--- src/awd_consts.vh ---
`ifndef AWD_CONSTS_VH
`define AWD_CONSTS_VH

// Register addresses on the special-function register port.
`define AWD_ADDR_TRACK      8'hba
`define AWD_ADDR_CTRL       8'he0
`define AWD_ADDR_UPPER_HI   8'hc4
`define AWD_ADDR_UPPER_LO   8'hc3
`define AWD_ADDR_LOWER_HI   8'hc6
`define AWD_ADDR_LOWER_LO   8'hc5
`define AWD_ADDR_RESULT_HI  8'hbe
`define AWD_ADDR_RESULT_LO  8'hbd

// Reset values.
`define AWD_RST_TRACK       8'hff
`define AWD_RST_CTRL        8'h00
`define AWD_RST_UPPER       16'hffff
`define AWD_RST_LOWER       16'h0000
`define AWD_RST_UPPER_HI    8'hff
`define AWD_RST_UPPER_LO    8'hff
`define AWD_RST_LOWER_HI    8'h00
`define AWD_RST_LOWER_LO    8'h00
`define AWD_RST_RESULT      16'h0000

// Control register field positions.
`define AWD_CTRL_ENABLE     7
`define AWD_CTRL_BURST      6
`define AWD_CTRL_DONE       5
`define AWD_CTRL_BUSY       4
`define AWD_CTRL_WINDOW     3
`define AWD_CTRL_LJUST      2
`define AWD_CTRL_MODE_HI    1
`define AWD_CTRL_MODE_LO    0

// Start mode that lets a write of the busy bit begin a conversion.
`define AWD_MODE_SOFT       2'h0

// Converter data width and the padding used for left justification.
`define AWD_RAW_W           12
`define AWD_PAD             4'h0

`endif

--- src/awd_compare.v ---
module awd_compare (
  input  wire [15:0] result_word,
  input  wire [15:0] upper_limit,
  input  wire [15:0] lower_limit,
  output wire        inside_mode,
  output wire        match
);

  wire above_upper;
  wire below_lower;

  // Only the relative order of the two limits picks the condition. [RULE4]
  assign inside_mode = (lower_limit > upper_limit); // [RULE4]

  // Both comparisons are strict and unsigned. [RULE5]
  assign above_upper = (result_word > upper_limit); // [RULE5]
  assign below_lower = (result_word < lower_limit);

  // Inside needs both strict bounds; outside needs either one. Equal limits fall to
  // the outside form, so every result but the limit value itself matches.
  assign match = inside_mode ? (above_upper & below_lower)  // [RULE6]
                             : (above_upper | below_lower); // [RULE7] [RULE9]

endmodule

--- src/awd_top.v ---
// Contract
// RULE1: Compare each new result against programmed limits.
// RULE2: Window flag readable whether or not interrupts used.
// RULE3: Two limits held in writable high/low byte pairs.
// RULE4: Limit order alone selects inside or outside.
// RULE5: Results are unsigned twelve-bit integers.
// RULE6: Lower above upper: match strictly between limits.
// RULE7: Outside form: match strictly beyond either bound.
// RULE8: Compare the sixteen-bit word as justified.
// RULE9: Upper above lower selects the outside form.
// RULE10: Flag stays set until software writes zero.
`include "awd_consts.vh"

module awd_top (
  input  wire                  clk,
  input  wire                  rstn,
  input  wire [7:0]            sfr_addr,
  input  wire [7:0]            sfr_wdata,
  input  wire                  sfr_wr,
  input  wire                  sfr_rd,
  input  wire                  result_valid,
  input  wire [`AWD_RAW_W-1:0] result_raw,
  input  wire                  conv_busy,
  output reg  [7:0]            sfr_rdata,
  output reg                   conv_start,
  output reg                   window_event,
  output wire                  converter_enable,
  output wire                  burst_mode_enable,
  output wire                  left_justify,
  output wire [1:0]            start_mode,
  output wire [7:0]            tracking_timing,
  output wire                  window_match_flag,
  output wire                  conversion_done
);

  reg  [7:0]  tracking_and_power_up_timing;
  reg         ctrl_enable;
  reg         ctrl_burst;
  reg         ctrl_done;
  reg         ctrl_window;
  reg         ctrl_ljust;
  reg  [1:0]  ctrl_mode;
  reg  [7:0]  upper_compare_high_byte;
  reg  [7:0]  upper_compare_low_byte;
  reg  [7:0]  lower_compare_high_byte;
  reg  [7:0]  lower_compare_low_byte;
  reg  [15:0] result_word;

  wire [15:0] incoming_word;
  wire [15:0] upper_limit;
  wire [15:0] lower_limit;
  wire        inside_mode;
  wire        window_hit;
  wire        match_now;
  wire        wr_track;
  wire        wr_ctrl;
  wire        wr_upper_hi;
  wire        wr_upper_lo;
  wire        wr_lower_hi;
  wire        wr_lower_lo;
  wire        clear_window;
  wire        clear_done;
  wire        next_window;
  wire        next_done;
  wire        next_start;
  wire [7:0]  ctrl_view;
  reg  [7:0]  next_rdata;

  // Place the twelve-bit code in the sixteen-bit word the way software sees it.
  function [15:0] awd_justify;
    input                  ljust;
    input [`AWD_RAW_W-1:0] raw;
    begin
      if (ljust) begin
        awd_justify = {raw, `AWD_PAD};
      end else begin
        awd_justify = {`AWD_PAD, raw};
      end
    end
  endfunction

  // Address match, shared by every write decode.
  function awd_sel;
    input [7:0] addr;
    input [7:0] target;
    begin
      awd_sel = (addr == target);
    end
  endfunction

  // The comparison looks at the word as it will be stored, justification included. [RULE8]
  assign incoming_word = awd_justify(ctrl_ljust, result_raw); // [RULE8]
  assign upper_limit   = {upper_compare_high_byte, upper_compare_low_byte}; // [RULE3]
  assign lower_limit   = {lower_compare_high_byte, lower_compare_low_byte}; // [RULE3]

  awd_compare awd_compare_inst (
    .result_word (incoming_word),
    .upper_limit (upper_limit),
    .lower_limit (lower_limit),
    .inside_mode (inside_mode),
    .match       (match_now)
  );

  // Every delivered result is judged, so no conversion escapes the check. [RULE1]
  assign window_hit = result_valid & match_now; // [RULE1]

  assign wr_track    = sfr_wr & awd_sel(sfr_addr, `AWD_ADDR_TRACK);
  assign wr_ctrl     = sfr_wr & awd_sel(sfr_addr, `AWD_ADDR_CTRL);
  assign wr_upper_hi = sfr_wr & awd_sel(sfr_addr, `AWD_ADDR_UPPER_HI);
  assign wr_upper_lo = sfr_wr & awd_sel(sfr_addr, `AWD_ADDR_UPPER_LO);
  assign wr_lower_hi = sfr_wr & awd_sel(sfr_addr, `AWD_ADDR_LOWER_HI);
  assign wr_lower_lo = sfr_wr & awd_sel(sfr_addr, `AWD_ADDR_LOWER_LO);

  // Writing one to a sticky flag is ignored; only a zero clears it.
  assign clear_window = wr_ctrl & ~sfr_wdata[`AWD_CTRL_WINDOW];
  assign clear_done   = wr_ctrl & ~sfr_wdata[`AWD_CTRL_DONE];

  // A match in the same cycle as a clear keeps the flag set, so no event is lost.
  assign next_window = window_hit | (ctrl_window & ~clear_window); // [RULE10]
  assign next_done   = result_valid | (ctrl_done & ~clear_done);

  // A write of one to the busy bit starts a conversion only in software start mode.
  assign next_start = wr_ctrl & sfr_wdata[`AWD_CTRL_BUSY] & ctrl_enable &
                      (ctrl_mode == `AWD_MODE_SOFT);

  always @(posedge clk or negedge rstn) begin
    if (!rstn) begin
      tracking_and_power_up_timing <= `AWD_RST_TRACK;
      ctrl_enable                  <= 1'b0;
      ctrl_burst                   <= 1'b0;
      ctrl_done                    <= 1'b0;
      ctrl_window                  <= 1'b0;
      ctrl_ljust                   <= 1'b0;
      ctrl_mode                    <= 2'h0;
      upper_compare_high_byte      <= `AWD_RST_UPPER_HI;
      upper_compare_low_byte       <= `AWD_RST_UPPER_LO;
      lower_compare_high_byte      <= `AWD_RST_LOWER_HI;
      lower_compare_low_byte       <= `AWD_RST_LOWER_LO;
      result_word                  <= `AWD_RST_RESULT;
      conv_start                   <= 1'b0;
      window_event                 <= 1'b0;
    end else begin
      if (wr_track) begin
        tracking_and_power_up_timing <= sfr_wdata;
      end
      if (wr_ctrl) begin
        ctrl_enable <= sfr_wdata[`AWD_CTRL_ENABLE];
        ctrl_burst  <= sfr_wdata[`AWD_CTRL_BURST];
        ctrl_ljust  <= sfr_wdata[`AWD_CTRL_LJUST];
        ctrl_mode   <= sfr_wdata[`AWD_CTRL_MODE_HI:`AWD_CTRL_MODE_LO];
      end
      if (wr_upper_hi) begin
        upper_compare_high_byte <= sfr_wdata; // [RULE3]
      end
      if (wr_upper_lo) begin
        upper_compare_low_byte <= sfr_wdata; // [RULE3]
      end
      if (wr_lower_hi) begin
        lower_compare_high_byte <= sfr_wdata; // [RULE3]
      end
      if (wr_lower_lo) begin
        lower_compare_low_byte <= sfr_wdata; // [RULE3]
      end
      if (result_valid) begin
        result_word <= incoming_word;
      end
      ctrl_window  <= next_window; // [RULE10]
      ctrl_done    <= next_done;
      conv_start   <= next_start;
      window_event <= window_hit; // [RULE1]
    end
  end

  assign ctrl_view = {ctrl_enable, ctrl_burst, ctrl_done, conv_busy,
                      ctrl_window, ctrl_ljust, ctrl_mode};

  // Read data is registered, so it appears one cycle after the read strobe.
  // Unmapped addresses read as zero.
  always @* begin
    next_rdata = 8'h00;
    case (sfr_addr)
      `AWD_ADDR_TRACK: begin
        next_rdata = tracking_and_power_up_timing;
      end
      `AWD_ADDR_CTRL: begin
        next_rdata = ctrl_view; // [RULE2]
      end
      `AWD_ADDR_UPPER_HI: begin
        next_rdata = upper_compare_high_byte;
      end
      `AWD_ADDR_UPPER_LO: begin
        next_rdata = upper_compare_low_byte;
      end
      `AWD_ADDR_LOWER_HI: begin
        next_rdata = lower_compare_high_byte;
      end
      `AWD_ADDR_LOWER_LO: begin
        next_rdata = lower_compare_low_byte;
      end
      `AWD_ADDR_RESULT_HI: begin
        next_rdata = result_word[15:8];
      end
      `AWD_ADDR_RESULT_LO: begin
        next_rdata = result_word[7:0];
      end
      default: begin
        next_rdata = 8'h00;
      end
    endcase
  end

  always @(posedge clk or negedge rstn) begin
    if (!rstn) begin
      sfr_rdata <= 8'h00;
    end else if (sfr_rd) begin
      sfr_rdata <= next_rdata;
    end
  end

  assign converter_enable  = ctrl_enable;
  assign burst_mode_enable = ctrl_burst;
  assign left_justify      = ctrl_ljust;
  assign start_mode        = ctrl_mode;
  assign tracking_timing   = tracking_and_power_up_timing;
  assign window_match_flag = ctrl_window; // [RULE2]
  assign conversion_done   = ctrl_done;

endmodule

--- config.mk ---
export PLATFORM = sky130hd
export DESIGN_NAME = awd_top
export DESIGN_NICKNAME = d
export VERILOG_FILES = /design/src/awd_compare.v /design/src/awd_top.v
export VERILOG_INCLUDE_DIRS = /design/src
export SDC_FILE = /design/constraint.sdc
export NUM_CORES = 1
export LEC_CHECK = 0
export CORE_AREA = 2 2 100 102
export CTS_BUF_LIST = sky130_fd_sc_hd__clkbuf_4 sky130_fd_sc_hd__clkbuf_8
export DETAILED_ROUTE_END_ITERATION = 10
export DIE_AREA = 0 0 102 104
export DONT_BUFFER_PORTS = 1
export PLACE_DENSITY = 0.73
export SLEW_MARGIN = 40
export SYNTH_ARGS = -nofsm -noshare
export SYNTH_HDL_FRONTEND = slang
export SYNTH_SLANG_ARGS = --single-unit
--- constraint.sdc ---
create_clock -name clk -period 4.3 [get_ports clk]
set_input_delay 0.43 -clock clk [delete_from_list [all_inputs] [get_ports clk]]
set_output_delay 0.43 -clock clk [all_outputs]
set_load 0.01 [all_outputs]
Yosys cells after proc, flatten, opt, wreduce, memory -nomap -nowiden
Index checks and enable logic that the tools add are counted.
{ "word_totals": {"ff_bits": 73, "input_bits": 34, "output_inout_bits": 25, "word_cells": 52} }
{ "op_classes": {"n_lt_le_gt_ge": 3, "n_eq_ne": 8, "muxes": 3, "bitwise": 22, "reduce_logical": 1} }
{ "ops": {"columns": ["op", "n"], "rows": [
  ["== test 8 bit (second input constant)", 8],
  ["case mux 8 bit (8 select lines)", 1],
  ["greater-than comparator 16 bit", 2],
  ["less-than comparator 16 bit", 1],
  ["two-way mux 16 bit", 1],
  ["bitwise AND 1 bit", 15],
  ["NOT 1 bit", 4],
  ["bitwise OR 1 bit", 3],
  ["zero test 2 bit", 1],
  ["two-way mux 1 bit", 1]
]} }

Depth between registers and ports, before layout
{ "depth": {"word_depth": 6, "ltp_mapped": 10, "depth_no_buf": 8} }

Cells and area by module
From an unflattened synthesis, not the netlist that was laid out.
{ "hier_totals": {"cells_unflattened": 440, "area_unflattened_um2": 4853.4} }
{ "modules_own_cells": {"columns": ["module", "instances", "cells_each", "area_each_um2", "seq_area_each_um2"], "rows": [
  ["awd_top", 1, 286, 3701.0, 1856.8],
  ["awd_compare", 1, 154, 1152.4, 0.0]
]} }

Worst setup path before layout
Ideal clock, no wire load.
{ "synth_path": {"path_type": "register to register", "start": "register ctrl_ljust, in the netlist left_justify", "end": "register ctrl_window, in the netlist window_match_flag", "setup_time_ns": 0.141, "arrival_time_ns": 2.495, "required_ns": 4.159, "slack_ns": 1.665, "stages_incl_launch_ff": 11, "path_buffers": 2, "period_less_slack_ns": 2.635, "cell_sequence": "dfrtp_1 > buf_2 > clkbuf_1 > mux2_2 > ha_1 > a21oi_1 > nor2_1 > a2111oi_0 > o211ai_1 > a22oi_1 > o221ai_1"} }
{ "synth_between": {"elab_chain_len": 6, "word_cells_on_any_way": 8, "classes_between": "order compare: 2; mux: 2; bitwise: 4"} }
{ "synth_rtl": {"columns": ["element", "line", "text"], "rows": [
  ["start: declaration", "awd_top.v:41", "reg ctrl_ljust;"],
  ["start signal: assignment", "awd_top.v:149", "ctrl_ljust <= sfr_wdata[`AWD_CTRL_LJUST];"],
  ["two-way mux 16 bit *", "awd_top.v:74", "if (ljust) begin"],
  ["via awd_compare_inst.result_word[11]", "awd_compare.v:2", "input wire [15:0] result_word,"],
  ["greater-than comparator 16 bit / less-than comparator 16 bit (equally long branches)", "awd_compare.v:16, awd_compare.v:17", null],
  ["bitwise OR 1 bit / bitwise AND 1 bit (equally long branches)", "awd_compare.v:22, awd_compare.v:21", null],
  ["two-way mux 1 bit *", "awd_compare.v:21", "assign match = inside_mode ? (above_upper & below_lower)"],
  ["bitwise AND 1 bit *", "awd_top.v:105", "assign window_hit = result_valid & match_now;"],
  ["bitwise OR 1 bit *", "awd_top.v:119", "assign next_window = window_hit | (ctrl_window & ~clear_window);"],
  ["via next_window", "awd_top.v:63", "wire next_window;"],
  ["end signal: assignment", "awd_top.v:167", "ctrl_window <= next_window;"],
  ["end: declaration", "awd_top.v:40", "reg ctrl_window;"]
]} }
The timed path passes the listed nets; every way through them passes the cells marked *.
A chain may end at the register's enable or synchronous reset.

Final worst setup path
Ends and elaborated chain as after synthesis.

==> results.tsv <==
stage	metric	value	unit
run_status	status	finished clean	
clock_tree	clk_pin_slew	90	ps
route	drtPass1Iterations	5	
clock_tree	cts.sinks	73	
worst_setup_path	r2r-start	left_justify	
die	coreArea	9550	µm²
worst_setup_path	worstPathCellList	mux2_2, ha_1, a21oi_1, nor2_1, a2111oi_0, o211ai_1, a22oi_1, o221ai_1	
global_routing	use_met1	0.316	
finish	n_fill_cell	876	
worst_setup_path	reg2reg_depth	8	
die	die_area	10600	µm²
sta	hold_violations	0	
die	num_rows	36	
worst_setup_path	r2r_slack	1270	ps
worst_setup_path	crit_path_end_kind	register	
global_routing	antenna_found_initial	0	
worst_setup_path	required	4510	ps
sta	fmax	330	MHz
sta	totalNegativeSetupSlack	0	ps
yosys	ys.warnings.count	0	
yosys	yosys-top-cells-area	dfrtp_1 26%, dfstp_2 14%, ha_1 12%	
sta	rsz0062_at_grt	no	
global_routing	grt_pass1_wl	19400	µm
clock_tree	clock_path_buffers	2	
global_routing	grt.busiest_layer	met2	
worst_hold_path	hp-class	input pin to register	
die	die_w	102	µm
route	num_vias	3427	
global_routing	track_usage	0.242	
worst_setup_path	r2r_end	window_match_flag	
sta	fin_skew	16.0	ps
global_routing	grt_util_met2	0.379	
power_and_ir_drop	p_per_area	307	nW/µm²
clock_tree	cts_tree	built	
sta	worst_hold_slack	149	ps
yosys	synth_edf_count	0	
yosys	synth_top_area_share	0.265	
clock_tree	cts_resized	0	
sta	min_period	3030	ps
placement	numPortBuffers	0	
placement	dp_hpwl	9330	µm
flow_run	maxCapViolCount	0	
yosys	synth-main-ff-cell	dfrtp_1	
route	drtIter0Drc	199	
power_and_ir_drop	ir_drop	0.156	mV
worst_setup_path	crit_type	register to register	
die	ios	59	
clock_tree	cts_root_buffer	clkbuf_8	
clock_tree	clk-insertion-delay-late	360	ps
finish	nNetsFinal	511	
yosys	synth_seq_cells	73	
sta	relSlewSlack	0.512	
sta	finalSetupViolCount	0	
global_routing	grt_max_degree	74	
worst_setup_path	critPathLaunchType	register	
worst_setup_path	cp.arrival	3240	ps
global_routing	grt_remaining_overflow	0	
power_and_ir_drop	power.leakage	0.00217	µW
sta	finalMaxSlewViolations	0	
sta	period_share	0.704	
die	fp.dieH	104	µm
yosys	synth.most_common_cell	dfrtp_1	
global_routing	grt_pass1_vias	3470	
clock_tree	htreeDepth	3	
route	drt-total-wl	12200	µm
yosys	avgSynthCellArea	10.7	µm²
worst_setup_path	crit_path_max_fanout	21	
route	routedWlPerCell	21.3	µm
worst_setup_path	endpoint	window_match_flag	
finish	drive_gt1_frac	0.187	
route	viasPerCell	6.00	
worst_setup_path	critical_path.max_stage_delay	820	ps
yosys	synth_nets	511	
finish	num_antenna_cells	0	
route	drcViolationCount	0	
die	initial_core_util	0.485	
yosys	syn_inst	433	
clock_tree	post-cts-setup-buffer-count	0	
placement	finalWeightedCongestion	0.891	
yosys	ys_top_cells_by_count	49 x dfrtp_1, 44 x ha_1, 34 x nand2_1	
yosys	async_reset_ff_frac	1.00	
finish	syn2layout_area_growth	7.13	%
clock_tree	holdBufCountCts	2	
yosys	yosysTopAreaCell	dfrtp_1	
yosys	ys_types	53	
worst_setup_path	crit_slowest_cell	dfrtp_1	
yosys	ys_seq_area_frac	0.401	
sta	worstMarginPinSlew	733	ps
worst_setup_path	crit_start	left_justify	
clock_tree	cts_buffers	9	
yosys	syn_area	4630	µm²
route	ant_nets	0	
global_routing	grt_util_met3	0.0632	
worst max-delay path: cells and delay by family (launching register included):
kind                     cells  cell delay (ps)
AND/OR/NAND/NOR              1               50
multiplexers                 1              450
flip-flops                   1              820
AO/OA/AOI/OAI                5             1240
adder cells (fa/ha/maj)      1              300
how the worst min path moves through the flow:
stage                     cells after the start                end  startpoint  slack, ps
final                                         1       sfr_rdata[0]      sfr_rd        150
after floorplan                               0  burst_mode_enable        rstn        130
after detailed placement                      0     result_word[0]        rstn        140
after global routing                          1       sfr_rdata[0]      sfr_rd        140
after global placement                        0     result_word[0]        rstn        140
after CTS                                     1       sfr_rdata[0]      sfr_rd        140
through the flow:
step | cells | worst slack [ps] | util | total power (µW) | area (µm²)
2_1_floorplan | 433 | 1660 | - | 961 | 4630
3_3_place_gp | 553 | 1490 | 0.497 | 1000 | 4750
3_5_place_dp | 553 | 1370 | 0.497 | 1010 | 4750
4_1_cts | 571 | 1330 | 0.520 | 1530 | 4960
5_1_grt | 571 | 1090 | 0.520 | 1590 | 4960
6_report | 571 | 1270 | 0.520 | 1520 | 4960
where the power goes:
| part | internal, µW | switching (µW) |
|---|---|---|
| registers | 736 | 46.6 |
| logic | 108 | 129 |
| clock network | 231 | 270 |
flip-flops by register name, summed over array words and instances, names as in the netlist, 2 cells and up:
register	cells
start_mode	2
upper_compare_low_byte	8
lower_compare_high_byte	8
lower_compare_low_byte	8
result_word	16
sfr_rdata	8
tracking_timing	8
upper_compare_high_byte	8
layout make-up:
cell class                      count  area (µm²)  share of cell area
Clock buffer                       12         146              0.0295
Clock inverter                      4        30.0             0.00605
Inverter                           33         124              0.0250
Multi-Input combinational cell    312        2580               0.521
Sequential cell                    73        1860               0.374
Tap cell                          133         166              0.0335
Timing Repair Buffer                4        52.6              0.0106
per-layer routing:
metal  up-vias  share of wire
met1      1688           0.42
li1       1583              -
met5         -              0
met2       123           0.48
met4         0          0.038
met3        33          0.065
cells by family after synthesis:
kind of cell,synth area share
AO/OA/AOI/OAI,0.127
flip-flops,0.401
AND/OR/NAND/NOR,0.129
adder cells (fa/ha/maj),0.121
XOR/XNOR,0.00189
buffers and inverters,0.0408
multiplexers,0.179
cells in the final DEF (no fill, tap or decap), types with 12 or more instances in the layout:
cell type,n
dfrtp_1,49
ha_1,44
nand2_1,34
inv_1,33
mux2_1,32
a21oi_1,25
dfstp_2,24
mux2_2,23
nor2_1,19
o21ai_0,12
a22oi_1,12
(Power assumes the default switching activity.)
